$ cat src/plp_pkg.sv
package plp_pkg;
  // Management register addresses
  localparam logic [4:0] REG_CTRL = 5'h00;
  localparam logic [4:0] REG_STAT = 5'h01;
  localparam logic [4:0] REG_ADV = 5'h04;
  localparam logic [4:0] REG_PARTNER = 5'h05;
  localparam logic [4:0] REG_EXP = 5'h06;
  localparam logic [4:0] REG_SPECIAL = 5'h1B;
  localparam logic [4:0] REG_INT_SRC = 5'h1D;
  localparam logic [4:0] REG_INT_MASK = 5'h1E;
  // Basic control fields
  localparam int CTRL_SPEED = 13;
  localparam int CTRL_AN_EN = 12;
  localparam int CTRL_PWR_DWN = 11;
  localparam int CTRL_RESTART = 9;
  localparam int CTRL_DUPLEX = 8;
  // Basic status fields
  localparam int STAT_AN_DONE = 5;
  localparam int STAT_LINK = 2;
  // Expansion fields
  localparam int EXP_PARTNER_ABLE = 0;
  localparam int EXP_PD_FAULT = 4;
  // Special indication fields
  localparam int SPC_OVERRIDE = 15;
  localparam int SPC_AUTO_EN = 14;
  localparam int SPC_FIXED = 13;
  // Interrupt source and mask bits
  localparam int INT_ENERGY = 7;
  localparam int INT_AN_DONE = 6;
  localparam int INT_REMOTE = 5;
  localparam int INT_LINK_DOWN = 4;
  localparam int INT_LP_ACK = 3;
  localparam int INT_PD_FAULT = 2;
  localparam int INT_PAGE = 1;
  // Partner ability fields written after parallel detection
  localparam int PA_100_HALF = 7;
  localparam int PA_10_HALF = 5;
  localparam logic [15:0] PA_SELECTOR = 16'h0001;
  // Reset values
  localparam logic [15:0] CTRL_RST = 16'h3100;
  localparam logic [15:0] STAT_RST = 16'h7808;
  localparam logic [15:0] ADV_RST = 16'h01E1;
  localparam logic [15:0] SPC_RST = 16'h0000;
  localparam logic [15:0] MASK_RST = 16'h0000;
  localparam logic [15:0] UNSUP_READ = 16'hFFFF;
  // Timing
  localparam int CLK_HZ = 20000000;
  localparam int BREAK_MS = 1200;
  localparam int BREAK_CYCLES = BREAK_MS * (CLK_HZ / 1000);
  localparam logic [2:0] RXCLK_HALF = 3'h3;
  // Management frame lengths
  localparam logic [5:0] PRE_LEN = 6'h20;
  localparam logic [4:0] HDR_LEN = 5'h0D;
  localparam logic [4:0] DATA_LEN = 5'h12;

  typedef enum logic [3:0] {
    ST_DOWN = 4'b0001,
    ST_BREAK = 4'b0010,
    ST_NEG = 4'b0100,
    ST_LINK = 4'b1000
  } plp_state_type;

  typedef enum logic [3:0] {
    MS_PRE = 4'b0001,
    MS_HDR = 4'b0010,
    MS_RD = 4'b0100,
    MS_WR = 4'b1000
  } plp_mstate_type;

  typedef struct packed {
    logic flp_seen;
    logic mlt3_seen;
    logic nlp_seen;
    logic signal_ok;
    logic an_done;
    logic hcd_speed100;
    logic hcd_full;
    logic pd_fault;
    logic page_rcvd;
    logic lp_ack;
    logic remote_fault;
    logic mdix_detect;
    logic rx_active;
  } plp_line_type;

  typedef struct packed {
    logic link_up;
    logic speed100;
    logic full_duplex;
    logic mdix;
  } plp_mode_type;
endpackage

$ cat src/plp_ctrl.sv
// What this block does
// - No pulses: speed from symbols, half duplex
// - Parallel link clears partner-capable flag
// - Fault during parallel detection sets flag
// - Store partner ability; parallel updates speed
// - Restart on control bit or signal loss
// - Restart write stops traffic, waits break
// - Negotiation off forces control speed, duplex
// - Negotiation on ignores forced bits
// - Half duplex: carrier both ways, collisions
// - Full duplex: carrier receive only, no collision
// - Override set: register bits choose crossover
// - Receive clock recovered or from reference
// - Unsupported register reads return all ones
// - Source read returns flags, clears interrupt
// - Masked events merge onto one interrupt
// - Interrupt bit positions seven down to one
// - Power-down never resets the registers
// - Power-down bit idles link and transmit; receive clock keeps running
// - External interface selection forces power-down
// - Advertisement write alone never restarts
`timescale 1ns/1ps

module plp_fifo #(
  parameter int WIDTH = 4,
  parameter int DEPTH = 8
) (
  input wire logic clk_in, // System clock
  input wire logic rst_n_in, // Async reset
  input wire logic [WIDTH-1:0] in_data_in, // Write data
  input wire logic in_valid_in, // Write request
  output logic in_ready_out, // Room left
  output logic [WIDTH-1:0] out_data_out, // Head word
  output logic out_valid_out, // Head word valid
  input wire logic out_ready_in // Head taken
);
  localparam int AW = $clog2(DEPTH);
  logic [WIDTH-1:0] mem_q [DEPTH];
  logic [AW-1:0] wr_q, wr_d, rd_q, rd_d;
  logic [AW:0] cnt_q, cnt_d;
  logic ready_q, valid_q;
  logic push, pop;

  always_comb
  begin
    push = in_valid_in & ready_q;
    pop = out_ready_in & valid_q;
    wr_d = push ? wr_q + 1'b1 : wr_q;
    rd_d = pop ? rd_q + 1'b1 : rd_q;
    cnt_d = cnt_q + {{AW{1'b0}}, push} - {{AW{1'b0}}, pop};
  end

  // Flags are registered so the ports come straight from flops
  always_ff @(posedge clk_in or negedge rst_n_in)
  begin
    if (!rst_n_in)
    begin
      wr_q <= '0;
      rd_q <= '0;
      cnt_q <= '0;
      ready_q <= 1'b1;
      valid_q <= 1'b0;
    end
    else
    begin
      wr_q <= wr_d;
      rd_q <= rd_d;
      cnt_q <= cnt_d;
      ready_q <= cnt_d != (AW+1)'(DEPTH);
      valid_q <= cnt_d != '0;
    end
  end

  always_ff @(posedge clk_in)
  begin
    if (push)
      mem_q[wr_q] <= in_data_in;
  end

  assign in_ready_out = ready_q;
  assign out_valid_out = valid_q;
  assign out_data_out = mem_q[rd_q];
endmodule

module plp_ctrl import plp_pkg::*; #(
  parameter logic [4:0] PHY_ADDR = 5'h01, // Arbitrary default address
  parameter int BREAK_CNT = BREAK_CYCLES
) (
  input wire logic clk_in, // 20 MHz reference clock
  input wire logic rst_n_in, // Async reset, active low
  input wire logic mdc_in, // Management clock pin
  input wire logic mdio_in, // Management data pin level
  output logic mdio_out, // Management data driven value
  output logic mdio_oe_out, // High while driving mdio
  input wire logic auto_mdix_strap_in, // Auto crossover strap
  input wire logic manual_mdix_strap_in, // Manual crossover strap
  input wire logic line_energy_present_in, // Energy on the line
  input wire logic rx_rclk_in, // Recovered receive clock
  input wire logic ext_mii_sel_in, // External MII chosen for port
  input wire plp_line_type line_in, // Line-side status
  input wire logic [15:0] partner_word_in, // Received link code word
  input wire logic [3:0] txd_in, // MAC transmit nibble
  input wire logic txen_in, // MAC transmit enable
  input wire logic [3:0] rx_nibble_in, // Line receive nibble
  input wire logic rx_valid_in, // Receive nibble valid
  output logic rx_ready_out, // Receive buffer has room
  input wire logic mac_ready_in, // MAC takes receive nibble
  output logic [3:0] rxd_out, // Receive nibble to MAC
  output logic rxdv_out, // Receive nibble valid
  output logic rxclk_out, // Receive clock to MAC
  output logic [3:0] line_txd_out, // Transmit nibble to line
  output logic line_txen_out, // Transmit enable to line
  output logic crs_out, // Carrier sense
  output logic col_out, // Collision
  output plp_mode_type mode_out, // Resolved link mode
  output logic an_start_out, // Start negotiation pulse
  output logic power_down_out, // Analog power-down
  output logic phy_irq_out // Port event to system
);
  localparam int S_MDC = 5;
  localparam int S_MDIO = 4;
  localparam int S_ENERGY = 3;
  localparam int S_AUTO = 2;
  localparam int S_MANUAL = 1;
  localparam int S_RCLK = 0;

  // Pins pass two flops; only the second stage feeds logic
  logic [5:0] sync1_q, sync2_q;
  logic mdc_prev_q, energy_prev_q;
  always_ff @(posedge clk_in or negedge rst_n_in)
  begin
    if (!rst_n_in)
    begin
      sync1_q <= '0;
      sync2_q <= '0;
      mdc_prev_q <= 1'b0;
      energy_prev_q <= 1'b0;
    end
    else
    begin
      sync1_q <= {mdc_in, mdio_in, line_energy_present_in,
                  auto_mdix_strap_in, manual_mdix_strap_in, rx_rclk_in};
      sync2_q <= sync1_q;
      mdc_prev_q <= sync2_q[S_MDC];
      energy_prev_q <= sync2_q[S_ENERGY];
    end
  end

  logic mdc_rise, mdio_s;
  assign mdc_rise = sync2_q[S_MDC] & ~mdc_prev_q;
  assign mdio_s = sync2_q[S_MDIO];

  // Register state
  logic [15:0] ctrl_q, ctrl_d, adv_q, adv_d, spc_q, spc_d;
  logic [15:0] mask_q, mask_d, partner_q, partner_d, exp_q, exp_d;
  logic [15:0] src_q, src_d;

  // Management serial slave
  plp_mstate_type mst_q, mst_d;
  logic [5:0] mcnt_q, mcnt_d;
  logic [15:0] shift_q, shift_d, rdata_q, rdata_d;
  logic [4:0] regad_q, regad_d;
  logic mdo_q, mdo_d, mdoe_q, mdoe_d;
  logic wr_stb, src_clr;
  logic [15:0] rd_mux;

  always_comb
  begin
    if (regad_d == REG_CTRL)
      rd_mux = ctrl_q;
    else if (regad_d == REG_STAT)
      rd_mux = STAT_RST | 16'(mode_out.link_up) << STAT_LINK
             | 16'(mode_out.link_up & ctrl_q[CTRL_AN_EN]) << STAT_AN_DONE;
    else if (regad_d == REG_ADV)
      rd_mux = adv_q;
    else if (regad_d == REG_PARTNER)
      rd_mux = partner_q;
    else if (regad_d == REG_EXP)
      rd_mux = exp_q;
    else if (regad_d == REG_SPECIAL)
      rd_mux = spc_q;
    else if (regad_d == REG_INT_SRC)
      rd_mux = src_q;
    else if (regad_d == REG_INT_MASK)
      rd_mux = mask_q;
    else
      rd_mux = UNSUP_READ;
  end

  always_comb
  begin
    mst_d = mst_q;
    mcnt_d = mcnt_q;
    shift_d = shift_q;
    rdata_d = rdata_q;
    regad_d = regad_q;
    mdo_d = mdo_q;
    mdoe_d = mdoe_q;
    wr_stb = 1'b0;
    src_clr = 1'b0;
    if (mdc_rise)
    begin
      shift_d = {shift_q[14:0], mdio_s};
      mcnt_d = mcnt_q + 6'h01;
      case (mst_q)
        MS_PRE:
        begin
          if (!mdio_s && mcnt_q >= PRE_LEN)
          begin
            mst_d = MS_HDR;
            mcnt_d = '0;
          end
          else if (!mdio_s)
            mcnt_d = '0;
          else if (mcnt_q >= PRE_LEN)
            mcnt_d = mcnt_q;
        end
        MS_HDR:
        begin
          if (mcnt_q == 6'(HDR_LEN - 5'h01))
          begin
            regad_d = shift_d[4:0];
            mcnt_d = '0;
            mst_d = MS_PRE;
            if (shift_d[12] && shift_d[9:5] == PHY_ADDR)
            begin
              if (shift_d[11:10] == 2'b10)
              begin
                mst_d = MS_RD;
                rdata_d = rd_mux;
                src_clr = regad_d == REG_INT_SRC;
              end
              else if (shift_d[11:10] == 2'b01)
                mst_d = MS_WR;
            end
          end
        end
        MS_RD:
        begin
          if (mcnt_q == '0)
          begin
            mdoe_d = 1'b1;
            mdo_d = 1'b0;
          end
          else if (mcnt_q < 6'(DATA_LEN - 5'h01))
          begin
            mdo_d = rdata_q[15];
            rdata_d = {rdata_q[14:0], 1'b0};
          end
          else
          begin
            mdoe_d = 1'b0;
            mdo_d = 1'b0;
            mcnt_d = '0;
            mst_d = MS_PRE;
          end
        end
        MS_WR:
        begin
          if (mcnt_q == 6'(DATA_LEN - 5'h01))
          begin
            wr_stb = 1'b1;
            mcnt_d = '0;
            mst_d = MS_PRE;
          end
        end
        default:
        begin
          mst_d = MS_PRE;
          mcnt_d = '0;
        end
      endcase
    end
  end

  always_ff @(posedge clk_in or negedge rst_n_in)
  begin
    if (!rst_n_in)
    begin
      mst_q <= MS_PRE;
      mcnt_q <= '0;
      shift_q <= '0;
      rdata_q <= '0;
      regad_q <= '0;
      mdo_q <= 1'b0;
      mdoe_q <= 1'b0;
    end
    else
    begin
      mst_q <= mst_d;
      mcnt_q <= mcnt_d;
      shift_q <= shift_d;
      rdata_q <= rdata_d;
      regad_q <= regad_d;
      mdo_q <= mdo_d;
      mdoe_q <= mdoe_d;
    end
  end

  // Link control and registers
  plp_state_type st_q, st_d;
  logic [31:0] brk_q, brk_d;
  plp_mode_type mode_q, mode_d;
  logic start_q, start_d, irq_q, irq_d, pwr_q, pwr_d;
  logic pwr_req, an_en, restart_wr, xo_auto, xo_fixed;
  logic [15:0] ev;

  always_comb
  begin
    st_d = st_q;
    brk_d = brk_q;
    mode_d = mode_q;
    start_d = 1'b0;
    ctrl_d = ctrl_q;
    adv_d = adv_q;
    spc_d = spc_q;
    mask_d = mask_q;
    partner_d = partner_q;
    exp_d = exp_q;
    ev = '0;
    // Writes change storage only; power-down never reloads them
    // The last data bit lands on the strobe edge, so take the next shift
    restart_wr = wr_stb && regad_q == REG_CTRL && shift_d[CTRL_RESTART];
    if (wr_stb && regad_q == REG_CTRL)
      ctrl_d = shift_d;
    if (wr_stb && regad_q == REG_ADV)
      adv_d = shift_d;
    if (wr_stb && regad_q == REG_SPECIAL)
      spc_d = shift_d;
    if (wr_stb && regad_q == REG_INT_MASK)
      mask_d = shift_d;
    pwr_req = ctrl_d[CTRL_PWR_DWN] | ext_mii_sel_in;
    an_en = ctrl_q[CTRL_AN_EN];
    if (line_in.page_rcvd)
    begin
      partner_d = partner_word_in;
      ev[INT_PAGE] = 1'b1;
    end
    ev[INT_ENERGY] = sync2_q[S_ENERGY] & ~energy_prev_q;
    ev[INT_REMOTE] = line_in.remote_fault;
    ev[INT_LP_ACK] = line_in.lp_ack;
    case (st_q)
      ST_DOWN:
      begin
        mode_d.link_up = 1'b0;
        // Leaving power-down restarts the link logic only
        if (!pwr_req)
        begin
          st_d = ST_NEG;
          start_d = an_en;
        end
      end
      ST_BREAK:
      begin
        mode_d.link_up = 1'b0;
        brk_d = brk_q - 32'h1;
        if (brk_q == '0)
        begin
          st_d = ST_NEG;
          start_d = 1'b1;
          ctrl_d[CTRL_RESTART] = 1'b0;
        end
      end
      ST_NEG:
      begin
        if (!an_en && line_in.signal_ok)
        begin
          st_d = ST_LINK;
          mode_d.link_up = 1'b1;
          mode_d.speed100 = ctrl_q[CTRL_SPEED];
          mode_d.full_duplex = ctrl_q[CTRL_DUPLEX];
        end
        else if (an_en && line_in.an_done)
        begin
          st_d = ST_LINK;
          mode_d.link_up = 1'b1;
          mode_d.speed100 = line_in.hcd_speed100;
          mode_d.full_duplex = line_in.hcd_full;
          exp_d[EXP_PARTNER_ABLE] = 1'b1;
          ev[INT_AN_DONE] = 1'b1;
        end
        else if (an_en && !line_in.flp_seen && line_in.signal_ok
                 && (line_in.mlt3_seen || line_in.nlp_seen))
        begin
          st_d = ST_LINK;
          mode_d.link_up = 1'b1;
          mode_d.speed100 = line_in.mlt3_seen;
          mode_d.full_duplex = 1'b0;
          exp_d[EXP_PARTNER_ABLE] = 1'b0;
          partner_d = PA_SELECTOR | (line_in.mlt3_seen
                      ? 16'h0001 << PA_100_HALF : 16'h0001 << PA_10_HALF);
        end
        if (an_en && line_in.pd_fault)
        begin
          exp_d[EXP_PD_FAULT] = 1'b1;
          ev[INT_PD_FAULT] = 1'b1;
        end
      end
      ST_LINK:
      begin
        if (!line_in.signal_ok)
        begin
          st_d = ST_NEG;
          mode_d.link_up = 1'b0;
          start_d = an_en;
          ev[INT_LINK_DOWN] = 1'b1;
        end
        else if (!an_en)
        begin
          // Forced bits take effect on a live link too
          mode_d.speed100 = ctrl_q[CTRL_SPEED];
          mode_d.full_duplex = ctrl_q[CTRL_DUPLEX];
        end
      end
      default:
        st_d = ST_DOWN;
    endcase
    if (restart_wr && st_q != ST_DOWN)
    begin
      st_d = ST_BREAK;
      brk_d = 32'(BREAK_CNT - 1);
      start_d = 1'b0;
      mode_d.link_up = 1'b0;
    end
    if (pwr_req)
    begin
      st_d = ST_DOWN;
      start_d = 1'b0;
      mode_d.link_up = 1'b0;
    end
    xo_auto = spc_q[SPC_OVERRIDE] ? spc_q[SPC_AUTO_EN]
                                 : sync2_q[S_AUTO];
    xo_fixed = spc_q[SPC_OVERRIDE] ? spc_q[SPC_FIXED]
                                  : sync2_q[S_MANUAL];
    mode_d.mdix = xo_auto ? line_in.mdix_detect : xo_fixed;
    // Set wins over the read that clears
    src_d = (src_q & ~(src_clr ? 16'hFFFF : 16'h0000)) | ev;
    irq_d = |(src_d & mask_d);
    pwr_d = pwr_req;
  end

  always_ff @(posedge clk_in or negedge rst_n_in)
  begin
    if (!rst_n_in)
    begin
      st_q <= ST_NEG;
      brk_q <= '0;
      mode_q <= '0;
      start_q <= 1'b0;
      irq_q <= 1'b0;
      pwr_q <= 1'b0;
      ctrl_q <= CTRL_RST;
      adv_q <= ADV_RST;
      spc_q <= SPC_RST;
      mask_q <= MASK_RST;
      partner_q <= '0;
      exp_q <= '0;
      src_q <= '0;
    end
    else
    begin
      st_q <= st_d;
      brk_q <= brk_d;
      mode_q <= mode_d;
      start_q <= start_d;
      irq_q <= irq_d;
      pwr_q <= pwr_d;
      ctrl_q <= ctrl_d;
      adv_q <= adv_d;
      spc_q <= spc_d;
      mask_q <= mask_d;
      partner_q <= partner_d;
      exp_q <= exp_d;
      src_q <= src_d;
    end
  end

  // Data path: quiet during break and power-down
  logic active, rx_act, fifo_valid, pop;
  logic [3:0] fifo_data;
  logic [3:0] txd_q, rxd_q;
  logic txen_q, crs_q, col_q, rxdv_q, rxclk_q;
  logic [2:0] div_q;
  assign active = (st_q == ST_NEG) || (st_q == ST_LINK);
  assign rx_act = line_in.rx_active & active;
  assign pop = fifo_valid & (~rxdv_q | mac_ready_in);

  plp_fifo #(.WIDTH(4), .DEPTH(8)) u_rx_fifo (
    .clk_in(clk_in),
    .rst_n_in(rst_n_in),
    .in_data_in(rx_nibble_in),
    .in_valid_in(rx_valid_in & active),
    .in_ready_out(rx_ready_out),
    .out_data_out(fifo_data),
    .out_valid_out(fifo_valid),
    .out_ready_in(pop)
  );

  always_ff @(posedge clk_in or negedge rst_n_in)
  begin
    if (!rst_n_in)
    begin
      txd_q <= '0;
      txen_q <= 1'b0;
      crs_q <= 1'b0;
      col_q <= 1'b0;
      rxd_q <= '0;
      rxdv_q <= 1'b0;
      rxclk_q <= 1'b0;
      div_q <= '0;
    end
    else
    begin
      txd_q <= txd_in;
      txen_q <= txen_in & active;
      crs_q <= mode_q.full_duplex ? rx_act
                                  : rx_act | (txen_in & active);
      col_q <= ~mode_q.full_duplex & txen_in & active & rx_act;
      if (pop)
        rxd_q <= fifo_data;
      if (pop)
        rxdv_q <= 1'b1;
      else if (mac_ready_in)
        rxdv_q <= 1'b0;
      // Reference divider only reaches the 10 Mb/s nibble rate
      div_q <= (div_q == RXCLK_HALF) ? 3'h0 : div_q + 3'h1;
      if (rx_act)
        rxclk_q <= sync2_q[S_RCLK];
      else if (div_q == RXCLK_HALF)
        rxclk_q <= ~rxclk_q;
    end
  end

  assign mdio_out = mdo_q;
  assign mdio_oe_out = mdoe_q;
  assign rxd_out = rxd_q;
  assign rxdv_out = rxdv_q;
  assign rxclk_out = rxclk_q;
  assign line_txd_out = txd_q;
  assign line_txen_out = txen_q;
  assign crs_out = crs_q;
  assign col_out = col_q;
  assign mode_out = mode_q;
  assign an_start_out = start_q;
  assign power_down_out = pwr_q;
  assign phy_irq_out = irq_q;

  chk_unsup_read: assert property (@(posedge clk_in) disable iff (!rst_n_in)
    mst_q == MS_HDR && mst_d == MS_RD && regad_d == 5'h1F
    |=> rdata_q == 16'hFFFF) else $error("unsupported read not all ones");
  chk_half_col: assert property (@(posedge clk_in) disable iff (!rst_n_in)
    !mode_q.full_duplex && txen_in && rx_act && $stable(mode_q)
    |=> col_q && crs_q) else $error("half duplex collision missed");
  chk_full_nocol: assert property (@(posedge clk_in) disable iff (!rst_n_in)
    mode_q.full_duplex |=> !col_q) else $error("collision in full duplex");
  chk_break_quiet: assert property (@(posedge clk_in) disable iff (!rst_n_in)
    st_q == ST_BREAK && brk_q != '0 |=> !txen_q ##1 !txen_q)
    else $error("traffic in break");
  chk_break_start: assert property (@(posedge clk_in) disable iff (!rst_n_in)
    restart_wr && st_q != ST_DOWN && !pwr_req |=> st_q == ST_BREAK
    && brk_q == 32'(BREAK_CNT - 1)) else $error("break not entered");
  chk_forced_mode: assert property (@(posedge clk_in) disable iff (!rst_n_in)
    st_q == ST_NEG && !an_en && line_in.signal_ok && !pwr_req && !restart_wr
    |=> mode_q.speed100 == $past(ctrl_q[CTRL_SPEED])) else $error("forced");
  chk_parallel_half: assert property (@(posedge clk_in) disable iff (!rst_n_in)
    $rose(mode_q.link_up) && !exp_q[EXP_PARTNER_ABLE] && $past(an_en)
    |-> !mode_q.full_duplex) else $error("parallel link not half");
  chk_src_clear: assert property (@(posedge clk_in) disable iff (!rst_n_in)
    src_clr && ev == '0 |=> src_q == '0 ##1 !irq_q || src_q != '0)
    else $error("source read did not clear");
  chk_mask_gate: assert property (@(posedge clk_in) disable iff (!rst_n_in)
    irq_q == |(src_q & mask_q)) else $error("interrupt not masked source");
  chk_pwr_down: assert property (@(posedge clk_in) disable iff (!rst_n_in)
    ext_mii_sel_in ##1 ext_mii_sel_in |-> st_q == ST_DOWN && pwr_q)
    else $error("external select not powered down");
endmodule

$ cat config.mk
export PLATFORM = sky130hd
export DESIGN_NAME = plp_ctrl
export DESIGN_NICKNAME = d
export VERILOG_FILES = /design/src/plp_pkg.sv /design/src/plp_ctrl.sv
export SDC_FILE = /design/constraint.sdc
export NUM_CORES = 1
export LEC_CHECK = 0
export BUFFER_PORTS_ARGS = -buffer_cell sky130_fd_sc_hd__clkbuf_2
export CORE_AREA = 2 2 246 127
export CTS_CLUSTER_DIAMETER = 30
export CTS_CLUSTER_SIZE = 28
export DETAILED_ROUTE_END_ITERATION = 10
export DIE_AREA = 0 0 248 129
export SLEW_MARGIN = 20
export SYNTH_ARGS = -nofsm -noshare
export SYNTH_HDL_FRONTEND = slang
export SYNTH_SLANG_ARGS = --single-unit
export TNS_END_PERCENT = 30
$ cat constraint.sdc
create_clock -name clk_in -period 4 [get_ports clk_in]
set_input_delay 1 -clock clk_in [delete_from_list [all_inputs] [get_ports clk_in]]
set_output_delay 1 -clock clk_in [all_outputs]
set_load 0.03 [all_outputs]
**Yosys cells after proc, flatten, opt, wreduce, memory -nomap -nowiden**

Memories as Yosys holds them, arrays and structs flattened. A register that Yosys moved wholly into a read port is not among the register bits.
Cells that the tools add are included.

- Add/subtract/negate cells: 7
- Bitwise logic cells: 26
- Equal/unequal tests: 43
- $lt $le $gt $ge: 2
- Mux-type cells: 104
- Reduce and logical (&&, ||, !) cells: 44

Operator list:

| operator | number |
|---|---|
| 2-to-1 mux 16 bit | 21 |
| 2-to-1 mux 32 bit | 2 |
| 2-to-1 mux 4 bit | 15 |
| 2-to-1 mux 6 bit | 7 |
| 2-to-1 mux 1 bit | 41 |
| AND 16 bit | 2 |
| logical NOT 32 bit | 1 |
| one-hot mux 16 bit (2 select lines) | 1 |
| one-hot mux 4 bit (4 select lines) | 2 |
| subtractor 32 x 1 -> 32 bit, second input constant | 1 |
| == test 5 bit, second input constant | 6 |
| one-hot mux 6 bit (4 select lines) | 1 |
| inequality test 2 bit, second input constant | 11 |
| == test 5 x 3 -> 1 bit, second input constant | 4 |
| inequality test 4 bit, second input constant | 5 |
| NOT 16 bit | 1 |
| bitwise OR 16 x 8 -> 16 bit | 1 |
| OR reduction 16 bit | 1 |
| 2-to-1 mux 5 bit | 3 |
| bitwise OR 15 x 6 -> 15 bit | 1 |
| logical AND 1 bit | 14 |
| AND 1 bit | 12 |
| 2-to-1 mux 12 bit | 1 |
| 2-to-1 mux 3 bit | 4 |
| 37 further kinds | 68 |

- Output and inout bits: 23
- Logic and storage cells: 268
- Input port bits: 49
- Register bits after elaboration: 228
- RAM bits: 32
- Memories: 1

Memories:

| memory | depth | width | rd ports | clocked after memory_dff | wr ports | RTL line | text |
|---|---|---|---|---|---|---|---|
| u_rx_fifo.mem_q | 8 | 4 | 1 | 1 | 1 | plp_ctrl.sv:38 | `logic [WIDTH-1:0] mem_q [DEPTH];` |

**Depth between registers and ports, before layout**

- Depth after elaboration: 17
- Gate-level depth with buffers: 11
- Depth with buffers taken out: 11

**Modules after synthesis**

A second synthesis with hierarchy kept.

- Cell total of the unflattened synthesis: 1145
- Area total of the unflattened synthesis: 12189.2 um^2

Modules (own cells, without submodules):

| module | area an instance (um^2) | sequential area each (um^2) | times used | cells an instance |
|---|---|---|---|---|
| plp_ctrl | 10339.9 | 5517.8 | 1 | 1043 |
| plp_fifo | 1849.3 | 1262.5 | 1 | 102 |

**Worst setup path after synthesis**

OpenSTA, ideal clock, no wires.

- Path type: register to register
- Start point: register mcnt_q[0]
- End point: register rdata_q[5]
- Slack: 1029 ps
- Library setup time: 126 ps
- Data required time: 3874 ps
- Stages on the path, launching flop included: 11
- Period minus slack after synthesis: 2971 ps
- Data arrival time: 2845 ps
- Cells stage by stage: dfrtp_1 inv_1 ha_1 or3b_2 nor4_4 buf_6 mux2_2 o32ai_1 a21oi_1 a211o_1 a221o_1

- Cells in the longest elaborated chain, start to end: 17

Ends and longest elaborated chain:

| item | RTL line | text |
|---|---|---|
| from (decl) | plp_ctrl.sv:160 | `logic [5:0] mcnt_q, mcnt_d;` |
| from (signal assigned) | plp_ctrl.sv:291 | `mcnt_q <= mcnt_d;` |
| == test 6 x 4 -> 1 bit | plp_ctrl.sv:220 | `if (mcnt_q == 6'(HDR_LEN - 5'h01))` |
| 2-to-1 mux 5 bit | plp_ctrl.sv:220 |  |
| 2-to-1 mux 5 bit | plp_ctrl.sv:205 | `case (mst_q)` |
| 2-to-1 mux 5 bit | plp_ctrl.sv:201 | `if (mdc_rise)` |
| == test 5 bit | plp_ctrl.sv:184 | `else if (regad_d == REG_INT_MASK)` |
| 2-to-1 mux 16 bit | plp_ctrl.sv:184 |  |
| 2-to-1 mux 16 bit | plp_ctrl.sv:182 | `else if (regad_d == REG_INT_SRC)` |
| 2-to-1 mux 16 bit | plp_ctrl.sv:180 | `else if (regad_d == REG_SPECIAL)` |
| 2-to-1 mux 16 bit | plp_ctrl.sv:178 | `else if (regad_d == REG_EXP)` |
| 2-to-1 mux 16 bit | plp_ctrl.sv:176 | `else if (regad_d == REG_PARTNER)` |
| 2-to-1 mux 16 bit | plp_ctrl.sv:174 | `else if (regad_d == REG_ADV)` |
| 2-to-1 mux 16 bit | plp_ctrl.sv:171 | `else if (regad_d == REG_STAT)` |
| 2-to-1 mux 16 bit | plp_ctrl.sv:169 | `if (regad_d == REG_CTRL)` |
| 2-to-1 mux 16 bit | plp_ctrl.sv:227 | `if (shift_d[11:10] == 2'b10)` |
| 2-to-1 mux 16 bit | plp_ctrl.sv:225 | `if (shift_d[12] && shift_d[9:5] == PHY_ADDR)` |
| 2-to-1 mux 16 bit | plp_ctrl.sv:220 |  |
| one-hot mux 16 bit (2 select lines) | plp_ctrl.sv:205 |  |
| to (signal assigned) | plp_ctrl.sv:293 | `rdata_q <= rdata_d;` |
| to (decl) | plp_ctrl.sv:161 | `logic [15:0] shift_q, shift_d, rdata_q, rdata_d;` |

Parallel ways exist; a longest one is shown, timed or not. The select of a mux whose other input is x is not followed.
A chain may end at the register's enable or synchronous reset.

**Worst setup path after layout**

- Start point: register mcnt_q[0]
- End point: register rdata_q[1]

Same word-level chain as after synthesis.

==> impl_results.md <==
* Status: finished, final reports clean
* RD Place Congestion at 0.966
* Hold Crit Class: reg -> reg
* DP Worst Slack at 0.599 ns
* Ys async rst share at 87.9%
* Post-synth cell types at 74
* Seq/Total Area, Yosys at around 56%
* Post-synthesis net count at between 1000 and 1500
* Hold buffers post-CTS at 0
* CP most frequent cell: a21oi_1
* Final min period at 3.58 ns
* Post-CTS setup buffers at 0
* Arr. time, crit path at ~4.0 ns
* Flop2flop setup slack at 0.42 ns
* Via/cell ratio at around 5.5
* Internal at 5.57 mW
* Final Hold Viols at 0
* Ports at 72
* Net Sw Power at 2.32 mW
* Die width at 248 um
* Core ar. at 29800 um2
* Fin. max-slew vios at 0
* Clk_skew at between 0.02 and 0.025 ns
* Synth area leaders: dfrtp_1 (46%), edfxtp_1 (7.9%), nor2_1 (4.0%)
* Clock Power Share at around 43%
* Setup_tns at 0 ns
* Peak VDD IR at 494 uV
* Synth top cells by count: dfrtp_1 (221), nor2_1 (129), nand2_1 (102), a21oi_1 (84), o21ai_0 (75)
* Site row count at between 40 and 50
* Leading area contributor after synthesis: dfrtp_1
* Crit-path slowest cell: a21oi_1
* Nature of the critical path startpoint: flip-flop
* Antenna-violating nets left at 0
* Crit path buffers/inverters at 2
* Seq pwr share at 41.0%
* Crit. Startpoint: mcnt_q[0]
* # Max-Cap Violations at 0
* Combinational power share at about 16%
* WL per Instance at 20.4 um
* Count leader, synth: dfrtp_1
* CTS clock-pin slew for the worst setup and hold paths at 0.06 ns
* Routed WL at about 34000 um
* Most used DFF post-synth: dfrtp_1
* Mapped Cells at 1143
* Vias at 9246
* Crit-path cells: inv_1, ha_1, or3b_2, nor4_4, buf_4, mux2i_1, o21ai_0, a21oi_1, o221ai_1, a21oi_1
* DRT iter0 DRCs at 1019
* End point of the critical path: rdata_q[1]
* Die footprint at 32000 um2
* H-Tree Level Count at 2
* Reg2reg path depth at 10
* Largest net degree at the start of global routing at 78
* Total track usage at a little over a fifth
* Ant diodes at 0
* Worst setup margin at between 0.4 and 0.5 ns
* CTS sink cnt at around 260
* Post-synth EDFFs at 32
* Initial antenna violation count at 0
* Switching share of power at 29.4%
* Root Driver: clkbuf_16
* Slew @ Worst Pin at 0.911 ns
* IO buf count at between 70 and 80
* Dpl hpwl at 25100 um
* Worst skew pair latency at approximately 0.52 ns
* Synth Register Bits at 264
* Period Utilization, post-route at 89.4%
* RSZ-0062 raised after global routing: false
* CTS Buffer Depth at 3
* Worst R2R End: rdata_q[1]
* Layout Nets at roughly 1300
* CTS tree: yes
* Fill cell total of the finished layout at 2730
* Crit path max fanout at 20
* PwrDens at 549 nW/um2
* Largest delay share family, worst path: compound AO/OA/AOI/OAI gates
* DRC viols at 0
* Post-CTS sizing at 0
* Req. time, crit path at 4.45 ns
* Pre-Repair DR Iteration Count at 5
* Worst setup EP type: flip-flop
* Instance count on the critical path at 10
* Share of layout cells above drive strength 1 at 18.3%
* Num CTS Buffers at 37
* Crit Reg-Reg Startpoint: mcnt_q[0]
* Area delta synth->final at 18.8%
* Yosys top cell area share at 45.7%
* Die Span Y at 129 um
* Area of the mapped netlist at 12100 um2
* Vias in the first global route at slightly below 9000
* Overflow after GRT at 0
* Slew margin rel. at 37.5%
* Fmax achieved at 0.280 GHz
* First-pass GRT wire length at 52800 um
* CP peak stage delay at 0.59 ns
* Mean Syn Cell Area at approximately 11 um2
* Starting Density at 40.6%
* Lkg Pwr at 6.53 nW
* YS warnings at 0
* Final setup violation count at 0
* Setup CP Type: reg -> reg
-- power by group through the flow --
stage,Sequential (mW),Clock [mW],Combinational (mW)
2_1_floorplan,3.20,0,0.747
3_3_place_gp,3.27,0,1.25
3_5_place_dp,3.28,0,1.28
4_1_cts,3.23,3.42,1.28
5_1_grt,3.28,3.55,1.41
6_report,3.24,3.36,1.29
-- layout by cell type, fill, tap and decap left out, types with 17 or more instances in the layout --
cell type	instances
dfrtp_1	221
nor2_1	127
nand2_1	102
a21oi_1	83
o21ai_0	75
clkbuf_2	70
inv_1	48
mux2i_1	44
buf_4	41
clkbuf_16	37
edfxtp_1	32
nor3_1	29
nand3_1	25
xnor2_1	21
nand2b_1	18
o221ai_1	17
-- registers in the layout, summed over array words and instances (netlist names), 6 cells and up --
| signal | count |
|---|---|
| spc_q | 16 |
| mcnt_q | 6 |
| adv_q | 16 |
| partner_q | 16 |
| sync1_q | 6 |
| brk_q | 32 |
| ctrl_q | 16 |
| mask_q | 16 |
| src_q | 16 |
| sync2_q | 6 |
| u_rx_fifo.mem_q | 32 |
| shift_q | 16 |
| rdata_q | 16 |
-- per-stage QoR --
stage	hold slack, ns	area, um2	util, %	cells	power [mW]
final	0.346	14400	48.2	1670	7.89
after global routing	0.356	14400	48.2	1670	8.24
after CTS	0.347	14400	48.2	1670	7.94
after detailed placement	0.335	13100	44.0	1605	4.56
after global placement	0.334	13100	44.0	1605	4.53
after floorplan	0.331	12100	-	1143	3.95
-- routing by layer --
layer / part of all wire (%) / wire length [um] / GRT usage [%]
met4: 1.7 / 590 / 4.51
met3: 13 / 4590 / 10.5
met5: 0 / 0 / 0
met2: 35 / 11800 / 25.0
met1: 50 / 17100 / 35.5
-- cell families (layout without fill, tap and decap cells) --
| kind of cell | Yosys count | after routing | share of synthesized area, % |
|---|---|---|---|
| AOI/OAI and AO/OA | 261 | 261 | 13.4 |
| xor gates and xnor gates | 35 | 35 | 2.53 |
| adders and majority gates | 15 | 15 | 1.61 |
| buffers and inverters | 99 | 227 | 3.43 |
| DFF | 264 | 264 | 56.0 |
| muxes | 69 | 69 | 6.79 |
| and+or+nand+nor | 400 | 400 | 16.2 |
-- how the worst min path moves through the flow --
stage               startpoint    endpoint  slack, ns  cells after the start
global placement    sync1_q[3]  sync2_q[3]       0.33                      0
detailed placement  sync1_q[2]  sync2_q[2]       0.33                      0
floorplan           sync1_q[0]  sync2_q[0]       0.33                      0
global route        sync1_q[2]  sync2_q[2]       0.36                      0
CTS                 sync1_q[2]  sync2_q[2]       0.35                      0
finish              sync1_q[2]  sync2_q[2]       0.35                      0
-- area by class of cell --
type | count | area [um2] | share of cell area, %
clock buffers | 45 | 986 | 6.86
clock inverters | 20 | 282 | 1.96
inverters | 48 | 180 | 1.25
multi-input cells | 780 | 4930 | 34.3
flip-flops and latches | 264 | 6780 | 47.2
well taps | 399 | 499 | 3.47
repair buffers | 114 | 713 | 4.96
No activity file was read; power rests on OpenSTA's default activity.
